`src/core/dedc_pkg.sv`:
```
// Package: register map, field layout, status codes and carriers
package dedc_pkg;

  // Register byte offsets
  localparam int ADDR_W = 12;
  localparam logic [11:0] OFS_STATUS = 12'h000;
  localparam logic [11:0] OFS_ENABLE = 12'h004;
  localparam logic [11:0] OFS_CLEAR = 12'h008;
  localparam logic [11:0] OFS_DETAIL = 12'h00c;

  // Event bit positions, shared by status, enable and clear
  localparam int BIT_BUS = 0;
  localparam int BIT_REQ = 2;
  localparam int BIT_MAP = 3;
  localparam logic [3:0] EVT_MASK = 4'hd;
  localparam logic [3:0] EVT_RESET = 4'h0;

  // Detail word field positions
  localparam int DET_CHAIN = 17;
  localparam int DET_IRQ = 16;
  localparam int DET_TCC_LSB = 8;
  localparam int DET_CODE_LSB = 0;
  localparam logic [31:0] DET_RESET = 32'h0000_0000;

  // Transaction status codes
  localparam logic [3:0] ST_NONE = 4'h0;
  localparam logic [3:0] ST_RD_ADDR = 4'h1;
  localparam logic [3:0] ST_RD_PRIV = 4'h2;
  localparam logic [3:0] ST_RD_TMO = 4'h3;
  localparam logic [3:0] ST_RD_DATA = 4'h4;
  localparam logic [3:0] ST_RD_EXCL = 4'h7;
  localparam logic [3:0] ST_WR_ADDR = 4'h9;
  localparam logic [3:0] ST_WR_PRIV = 4'ha;
  localparam logic [3:0] ST_WR_TMO = 4'hb;
  localparam logic [3:0] ST_WR_DATA = 4'hc;
  localparam logic [3:0] ST_WR_EXCL = 4'hf;
  localparam int ST_WR_BIT = 3;

  // Status and option bits of one returned transaction
  typedef struct packed {
    logic [3:0] code;
    logic chain;
    logic irq;
    logic [5:0] completion_code;
  } dedc_txn_s;

  localparam dedc_txn_s TXN_RESET = '{code: 4'h0, chain: 1'b0,
                                      irq: 1'b0, completion_code: 6'h00};

  // Bus slave handshake states
  typedef enum logic {APB_IDLE, APB_ANSWER} dedc_apb_e;

  // Code comes from the write side of the map
  function automatic logic code_is_write(logic [3:0] code);
    return code[ST_WR_BIT];
  endfunction

  // Layout of the detail word; reserved bits forced low
  function automatic logic [31:0] det_pack(dedc_txn_s t);
    logic [31:0] w;
    w = 32'h0000_0000;
    w[DET_CHAIN] = t.chain;
    w[DET_IRQ] = t.irq;
    w[DET_TCC_LSB +: 6] = t.completion_code;
    w[DET_CODE_LSB +: 4] = t.code;
    return w;
  endfunction

endpackage

```
`src/core/dedc_apb_slv.sv`:
```
// APB slave handshake with one wait state and registered answers
`timescale 1ns/10ps
`default_nettype none
module dedc_apb_slv
  import dedc_pkg::*;
(
  input wire logic sys_clk,
  input wire logic sys_rst,
  input wire logic psel,
  input wire logic penable,
  input wire logic [31:0] rd_word,
  input wire logic rd_fault,
  output logic [31:0] prdata,
  output logic pready,
  output logic pslverr,
  output logic commit
);

  dedc_apb_e state_q, state_d;
  logic [31:0] prdata_q, prdata_d;
  logic pslverr_q, pslverr_d;

  // First access cycle samples the answer; second completes it.
  // The wait state keeps every bus output straight off a flop.
  always_comb begin
    state_d = state_q;
    prdata_d = prdata_q;
    pslverr_d = pslverr_q;
    unique case (state_q)
      APB_IDLE: begin
        if (psel && penable) begin
          state_d = APB_ANSWER;
          prdata_d = rd_word;
          pslverr_d = rd_fault;
        end
      end
      APB_ANSWER: begin
        state_d = APB_IDLE;
        prdata_d = 32'h0000_0000;
        pslverr_d = 1'b0;
      end
    endcase
  end

  always_ff @(posedge sys_clk) begin
    if (sys_rst) begin
      state_q <= APB_IDLE;
      prdata_q <= 32'h0000_0000;
      pslverr_q <= 1'b0;
    end else begin
      state_q <= state_d;
      prdata_q <= prdata_d;
      pslverr_q <= pslverr_d;
    end
  end

  assign prdata = prdata_q;
  assign pslverr = pslverr_q;
  assign pready = (state_q == APB_ANSWER);
  // Transfer completes at this edge; writes take effect only here
  assign commit = (state_q == APB_ANSWER) && psel && penable;

endmodule
`default_nettype wire

```
`src/core/dedc_stat_arb.sv`:
```
// Same-cycle arbiter between read and write status returns
`timescale 1ns/10ps
`default_nettype none
module dedc_stat_arb
  import dedc_pkg::*;
(
  input wire dedc_txn_s rd_txn,
  input wire dedc_txn_s wr_txn,
  output dedc_txn_s win_txn,
  output logic win_valid
);

  logic rd_err;
  logic wr_err;

  // Nonzero code marks a failure; write wins a tie
  always_comb begin
    rd_err = (rd_txn.code != ST_NONE);
    wr_err = (wr_txn.code != ST_NONE);
    win_valid = rd_err | wr_err;
    if (wr_err) begin
      win_txn = wr_txn;
    end else if (rd_err) begin
      win_txn = rd_txn;
    end else begin
      win_txn = TXN_RESET;
    end
  end

endmodule
`default_nettype wire

```
`src/core/dedc_top.sv`:
```
// Error detail capture with status, enable, clear and APB access
//
// Functional notes
// A failing transaction's chaining option bit is logged in bit 17.
// Its completion-interrupt option bit is logged in bit 16.
// Its six-bit completion code is logged in bits 13 to 8.
// The nonzero four-bit status code is logged in bits 3 to 0.
// With both statuses in one cycle and one nonzero, that one is taken.
// With both nonzero in one cycle, the write status is taken.
// Read failures use codes 1, 2, 3, 4 and 7; 5 and 6 are reserved.
// Write failures use codes 9, a, b, c and f; 8, d and e are reserved.
// The detail word is read-only, resets to zero, reserved bits read 0.
// Clearing the bus fault flag also wipes the detail word.
// Clearing the other fault flags leaves the detail word alone.
// A failed transfer sets the bus fault flag and fills the detail.
// All detail fields are loaded together in one cycle.
`timescale 1ns/10ps
`default_nettype none
module dedc_top
  import dedc_pkg::*;
(
  input wire logic sys_clk,
  input wire logic sys_rst,
  input wire logic [11:0] paddr,
  input wire logic psel,
  input wire logic penable,
  input wire logic pwrite,
  input wire logic [31:0] pwdata,
  input wire logic [3:0] pstrb,
  output logic [31:0] prdata,
  output logic pready,
  output logic pslverr,
  input wire dedc_txn_s rd_txn,
  input wire dedc_txn_s wr_txn,
  input wire logic req_fault_evt,
  output logic err_irq
);

  dedc_txn_s win_txn;
  logic win_valid;
  logic commit;
  logic [31:0] rd_word;
  logic rd_fault;

  // Register state
  dedc_txn_s det_q, det_d;
  logic [3:0] stat_q, stat_d;
  logic [3:0] en_q, en_d;
  logic irq_q, irq_d;

  // Decoded write strobes
  logic wr_en_reg;
  logic wr_clr_reg;
  logic [3:0] clr_bits;
  logic map_fault;

  dedc_stat_arb u_arb (
    .rd_txn(rd_txn),
    .wr_txn(wr_txn),
    .win_txn(win_txn),
    .win_valid(win_valid)
  );

  dedc_apb_slv u_apb (
    .sys_clk(sys_clk),
    .sys_rst(sys_rst),
    .psel(psel),
    .penable(penable),
    .rd_word(rd_word),
    .rd_fault(rd_fault),
    .prdata(prdata),
    .pready(pready),
    .pslverr(pslverr),
    .commit(commit)
  );

  // Read mux; unmapped offsets answer zero with pslverr
  always_comb begin
    rd_word = 32'h0000_0000;
    rd_fault = 1'b0;
    unique case (paddr)
      OFS_STATUS: rd_word = {28'h0000000, stat_q};
      OFS_ENABLE: rd_word = {28'h0000000, en_q};
      OFS_CLEAR: rd_word = 32'h0000_0000;
      OFS_DETAIL: rd_word = det_pack(det_q);
      default: rd_fault = 1'b1;
    endcase
  end

  // Write decode; only the low byte lane holds live bits.
  // Writes to the detail offset are accepted and ignored.
  always_comb begin
    wr_en_reg = commit && pwrite && pstrb[0] && (paddr == OFS_ENABLE);
    wr_clr_reg = commit && pwrite && pstrb[0] && (paddr == OFS_CLEAR);
    clr_bits = wr_clr_reg ? (pwdata[3:0] & EVT_MASK) : 4'h0;
    map_fault = commit && rd_fault;
  end

  // Sticky flags; a new event beats a clear in the same cycle
  always_comb begin
    stat_d = stat_q & ~clr_bits;
    if (win_valid) begin
      stat_d[BIT_BUS] = 1'b1;
    end
    if (req_fault_evt) begin
      stat_d[BIT_REQ] = 1'b1;
    end
    if (map_fault) begin
      stat_d[BIT_MAP] = 1'b1;
    end
    en_d = wr_en_reg ? (pwdata[3:0] & EVT_MASK) : en_q;
    irq_d = |(stat_d & en_d);
  end

  // Detail capture: the latest failure overwrites as one word.
  // Clearing the bus flag wipes it, but a fresh error still lands.
  always_comb begin
    det_d = det_q;
    if (win_valid) begin
      det_d = win_txn;
    end else if (clr_bits[BIT_BUS]) begin
      det_d = TXN_RESET;
    end
  end

  always_ff @(posedge sys_clk) begin
    if (sys_rst) begin
      det_q <= TXN_RESET;
      stat_q <= EVT_RESET;
      en_q <= EVT_RESET;
      irq_q <= 1'b0;
    end else begin
      det_q <= det_d;
      stat_q <= stat_d;
      en_q <= en_d;
      irq_q <= irq_d;
    end
  end

  assign err_irq = irq_q;

  logic rd_nz;
  logic wr_nz;
  logic det_wr;
  assign rd_nz = (rd_txn.code != ST_NONE);
  assign wr_nz = (wr_txn.code != ST_NONE);
  assign det_wr = commit && pwrite && (paddr == OFS_DETAIL);
endmodule
`default_nettype wire

```
`config.mk`:
```
export PLATFORM = sky130hd
export DESIGN_NAME = dedc_top
export DESIGN_NICKNAME = d
export VERILOG_FILES = /design/src/core/dedc_pkg.sv /design/src/core/dedc_apb_slv.sv /design/src/core/dedc_stat_arb.sv /design/src/core/dedc_top.sv
export SDC_FILE = /design/constraint.sdc
export NUM_CORES = 1
export LEC_CHECK = 0
export BUFFER_PORTS_ARGS = -buffer_cell sky130_fd_sc_hd__buf_4
export CAP_MARGIN = 20
export CORE_MARGIN = 2
export CORE_UTILIZATION = 40
export CTS_BUF_LIST = sky130_fd_sc_hd__clkbuf_8
export CTS_CLUSTER_DIAMETER = 120
export DETAILED_ROUTE_END_ITERATION = 10
export HOLD_SLACK_MARGIN = 0.02
export PLACE_DENSITY_LB_ADDON = 0.3
export SLEW_MARGIN = 20
export SYNTH_ARGS = -nofsm -noshare
export SYNTH_HDL_FRONTEND = slang
export SYNTH_SLANG_ARGS = --single-unit
```
`constraint.sdc`:
```
create_clock -name sys_clk -period 2.8 [get_ports sys_clk]
set_input_delay 0.14 -clock sys_clk [delete_from_list [all_inputs] [get_ports sys_clk]]
set_output_delay 0.14 -clock sys_clk [all_outputs]
set_load 0.01 [all_outputs]
```
==> impl_metrics.env <==
export IMPL_drtAntennaViolNets=0
export IMPL_cts_tree="yes"
export IMPL_ys_seq_area_share_pct=40.4
export IMPL_numCtsBuffers=5
export IMPL_die_area_sq_um=4620
export IMPL_gp_congestion=0.774
export IMPL_rsz0062_at_grt="false"
export IMPL_via_per_inst=4.98
export IMPL_cts_resized=0
export IMPL_cp_end_kind="flip-flop"
export IMPL_drive_above_1_share_pct=32.8
export IMPL_wl_met2_um=1760
export IMPL_fin_hold_ws_ns=0.0963
export IMPL_synth_most_common_cell="dfxtp_1"
export IMPL_synth_edf_count=0
export IMPL_yosys_top_cells_area="dfxtp_1 40%, buf_4 9.6%, nor2_1 6.9%"
export IMPL_drt_iter0_drc=91
export IMPL_core_area_sq_um=3970
export IMPL_slew_limit_headroom_pct=50.3
export IMPL_cts_clk_slew_worst_paths_ns=0.06
export IMPL_top_layer_used="met4"
export IMPL_critPathLaunchType="flip-flop"
export IMPL_skew_ns=0.00148
export IMPL_grt_overflow_total=0
export IMPL_ys_flop_type="dfxtp_1"
export IMPL_routed_wl_met3_um=162
export IMPL_outcome="finished clean"
export IMPL_io_pins=113
export IMPL_wl_per_cell_um=12.3
export IMPL_antenna_found_initial=0
export IMPL_worst_slew_pin_slew_ns=0.743
export IMPL_finalCritPeriodShare_pct=63.2
export IMPL_multi_input_area_sq_um=850
export IMPL_grt_pass1_wl_um=6000
export IMPL_syn_inst=188
export IMPL_regArea_sq_um=661
export IMPL_dr_total_vias=1479
export IMPL_fillers=393
export IMPL_peakVddDrop_v=0.000274
export IMPL_yosysWarnings=0
export IMPL_fmax_mhz=565
export IMPL_crit_path_max_fanout=12
export IMPL_synth_commonest_cells="33 x dfxtp_1, 30 x nor2_1, 21 x buf_4, 20 x a21oi_1, 18 x nand2_1"
export IMPL_track_usage_pct=17.5
export IMPL_postCtsSetupRepairBufs=0
export IMPL_fin_nets=324
export IMPL_syn_area_sq_um=1640
export IMPL_synth_top_area_share_pct=40.4
export IMPL_dp_hpwl_um=2800
export IMPL_hp_class="input port to flip-flop"
export IMPL_grt_max_degree=34
export IMPL_cts_hold_buf=0
export IMPL_clockRootBuffer="clkbuf_8"
export IMPL_diodes=0
export IMPL_met1_length_um=1670
export IMPL_drt_pass1_iterations=4
export IMPL_slew_viol_final=0
export IMPL_htreeDepth=2
export IMPL_synth_largest_area_cell="dfxtp_1"
export IMPL_path_class="flip-flop to flip-flop"
export IMPL_ys_seq_elements=33
export IMPL_setup_viol=0
export IMPL_areaGrowthSynthToFinish_pct=31.4
export IMPL_clock_latency_ns=0.28
export IMPL_cp_required_ns=2.97
export IMPL_grt_pass1_vias=1296
export IMPL_fin_setup_tns_ns=0
export IMPL_p_per_area_nw_per_um2=499
export IMPL_post_route_min_period_ns=1.77
export IMPL_io_buffers=60
export IMPL_rows=23
export IMPL_die_y_um=68.0
export IMPL_leakage_nw=0.940
export IMPL_hold_viol_final=0
export IMPL_cp_arrival_ns=1.94
export IMPL_clkSinkCount=33
export IMPL_synth_area_per_cell_sq_um=8.71
export IMPL_async_flop_share_pct=0
export IMPL_ys_types=37
export IMPL_cap_violations=0
export IMPL_wl_um=3660
export IMPL_die_width_um=68.0
export IMPL_drc=0
export IMPL_initial_core_util_pct=41.2
export IMPL_cts_path_max_buffers=2
## layout make-up
type | instances | share of cell area [%]
well taps | 50 | 2.91
clock inverters | 2 | 1.57
multi-input cells | 144 | 39.5
clock buffers | 6 | 3.84
flip-flops and latches | 33 | 30.7
repair buffers | 61 | 21.3
inverters | 1 | 0.175
## state kept, by name, indices dropped and copies added (netlist names)
register,cells
u_apb.pslverr,1
u_apb.prdata,12
det_q,12
err_irq,1
u_apb.pready,1
stat_q,3
en_q,3
## cells in the final DEF (no fill, tap or decap)
cell,count
a2111oi_0,1
a21o_1,1
a21oi_1,20
a221o_1,1
a221oi_1,2
a221oi_2,3
a22o_1,3
a22oi_1,12
a32o_1,1
and2_1,1
and2_2,1
and2b_1,1
and4_1,2
buf_4,61
bufinv_16,1
clkbuf_8,6
conb_1,20
dfxtp_1,33
inv_1,2
mux2_2,3
nand2_1,18
nand3_1,2
nand4_1,5
nand4_4,1
nor2_1,30
nor2_4,1
nor2b_1,3
nor3_1,1
nor4_1,1
nor4_2,1
nor4_4,2
o21ai_0,3
o31a_2,1
o31ai_1,1
or4_1,2
## metal layers
metal | vias up | track usage, %
met4 | 0 | 8.25
met3 | 4 | 3.95
li1 | 747 | -
met5 | - | 0
met1 | 688 | 22.4
met2 | 40 | 27.7
## where the power goes
group / internal, mW / leakage (nW) / total [mW] / switching, mW
combinational: 0.0635 / 0.608 / 0.127 / 0.0637
sequential: 0.484 / 0.270 / 0.494 / 0.0103
clock: 0.286 / 0.0626 / 0.452 / 0.166
total: 0.833 / 0.940 / 1.07 / 0.240
## critical path, cell delays in order (launching register included)
cell and delay (ns):
dfxtp_1 0.49, and4_1 0.28, nand3_1 0.12, o31a_2 0.41, a221oi_1 0.29, nor2_1 0.06
## cells by family (layout without fill, tap and decap cells)
kind of cell	after synthesis	after routing	synth area share [%]
AO/OA/AOI/OAI	49	49	21.3
flip-flops	33	33	40.4
multiplexers	3	3	2.06
other	1	20	0.229
buffers and inverters	30	70	12.5
AND/OR/NAND/NOR	72	72	23.6
## worst paths after layout
path	start	end	slack [ns]	depth (start not counted)
setup / recovery	u_apb.pready$_SDFF_PP0_	det_q[8]$_SDFFE_PP0P_	1.03	5
hold / removal	wr_txn[8]	det_q[8]$_SDFFE_PP0P_	0.1	3
setup reg to reg	u_apb.pready$_SDFF_PP0_	det_q[8]$_SDFFE_PP0P_	1.03	5
hold reg to reg	en_q[3]$_SDFF_PP0_	en_q[3]$_SDFF_PP0_	0.50	2
## through the flow
stage | cells | area [sq um] | utilization, % | total power, mW | setup WS [ns]
finish | 297 | 2150 | 54.2 | 1.07 | 1.03
CTS | 297 | 2150 | 54.2 | 1.09 | 1.02
floorplan | 207 | 1710 | - | 0.582 | 1.14
detailed placement | 289 | 2030 | 51.2 | 0.632 | 0.807
global route | 297 | 2150 | 54.2 | 1.12 | 0.850
global placement | 289 | 2030 | 51.2 | 0.631 | 0.796
No activity file was read; power rests on OpenSTA's default activity.
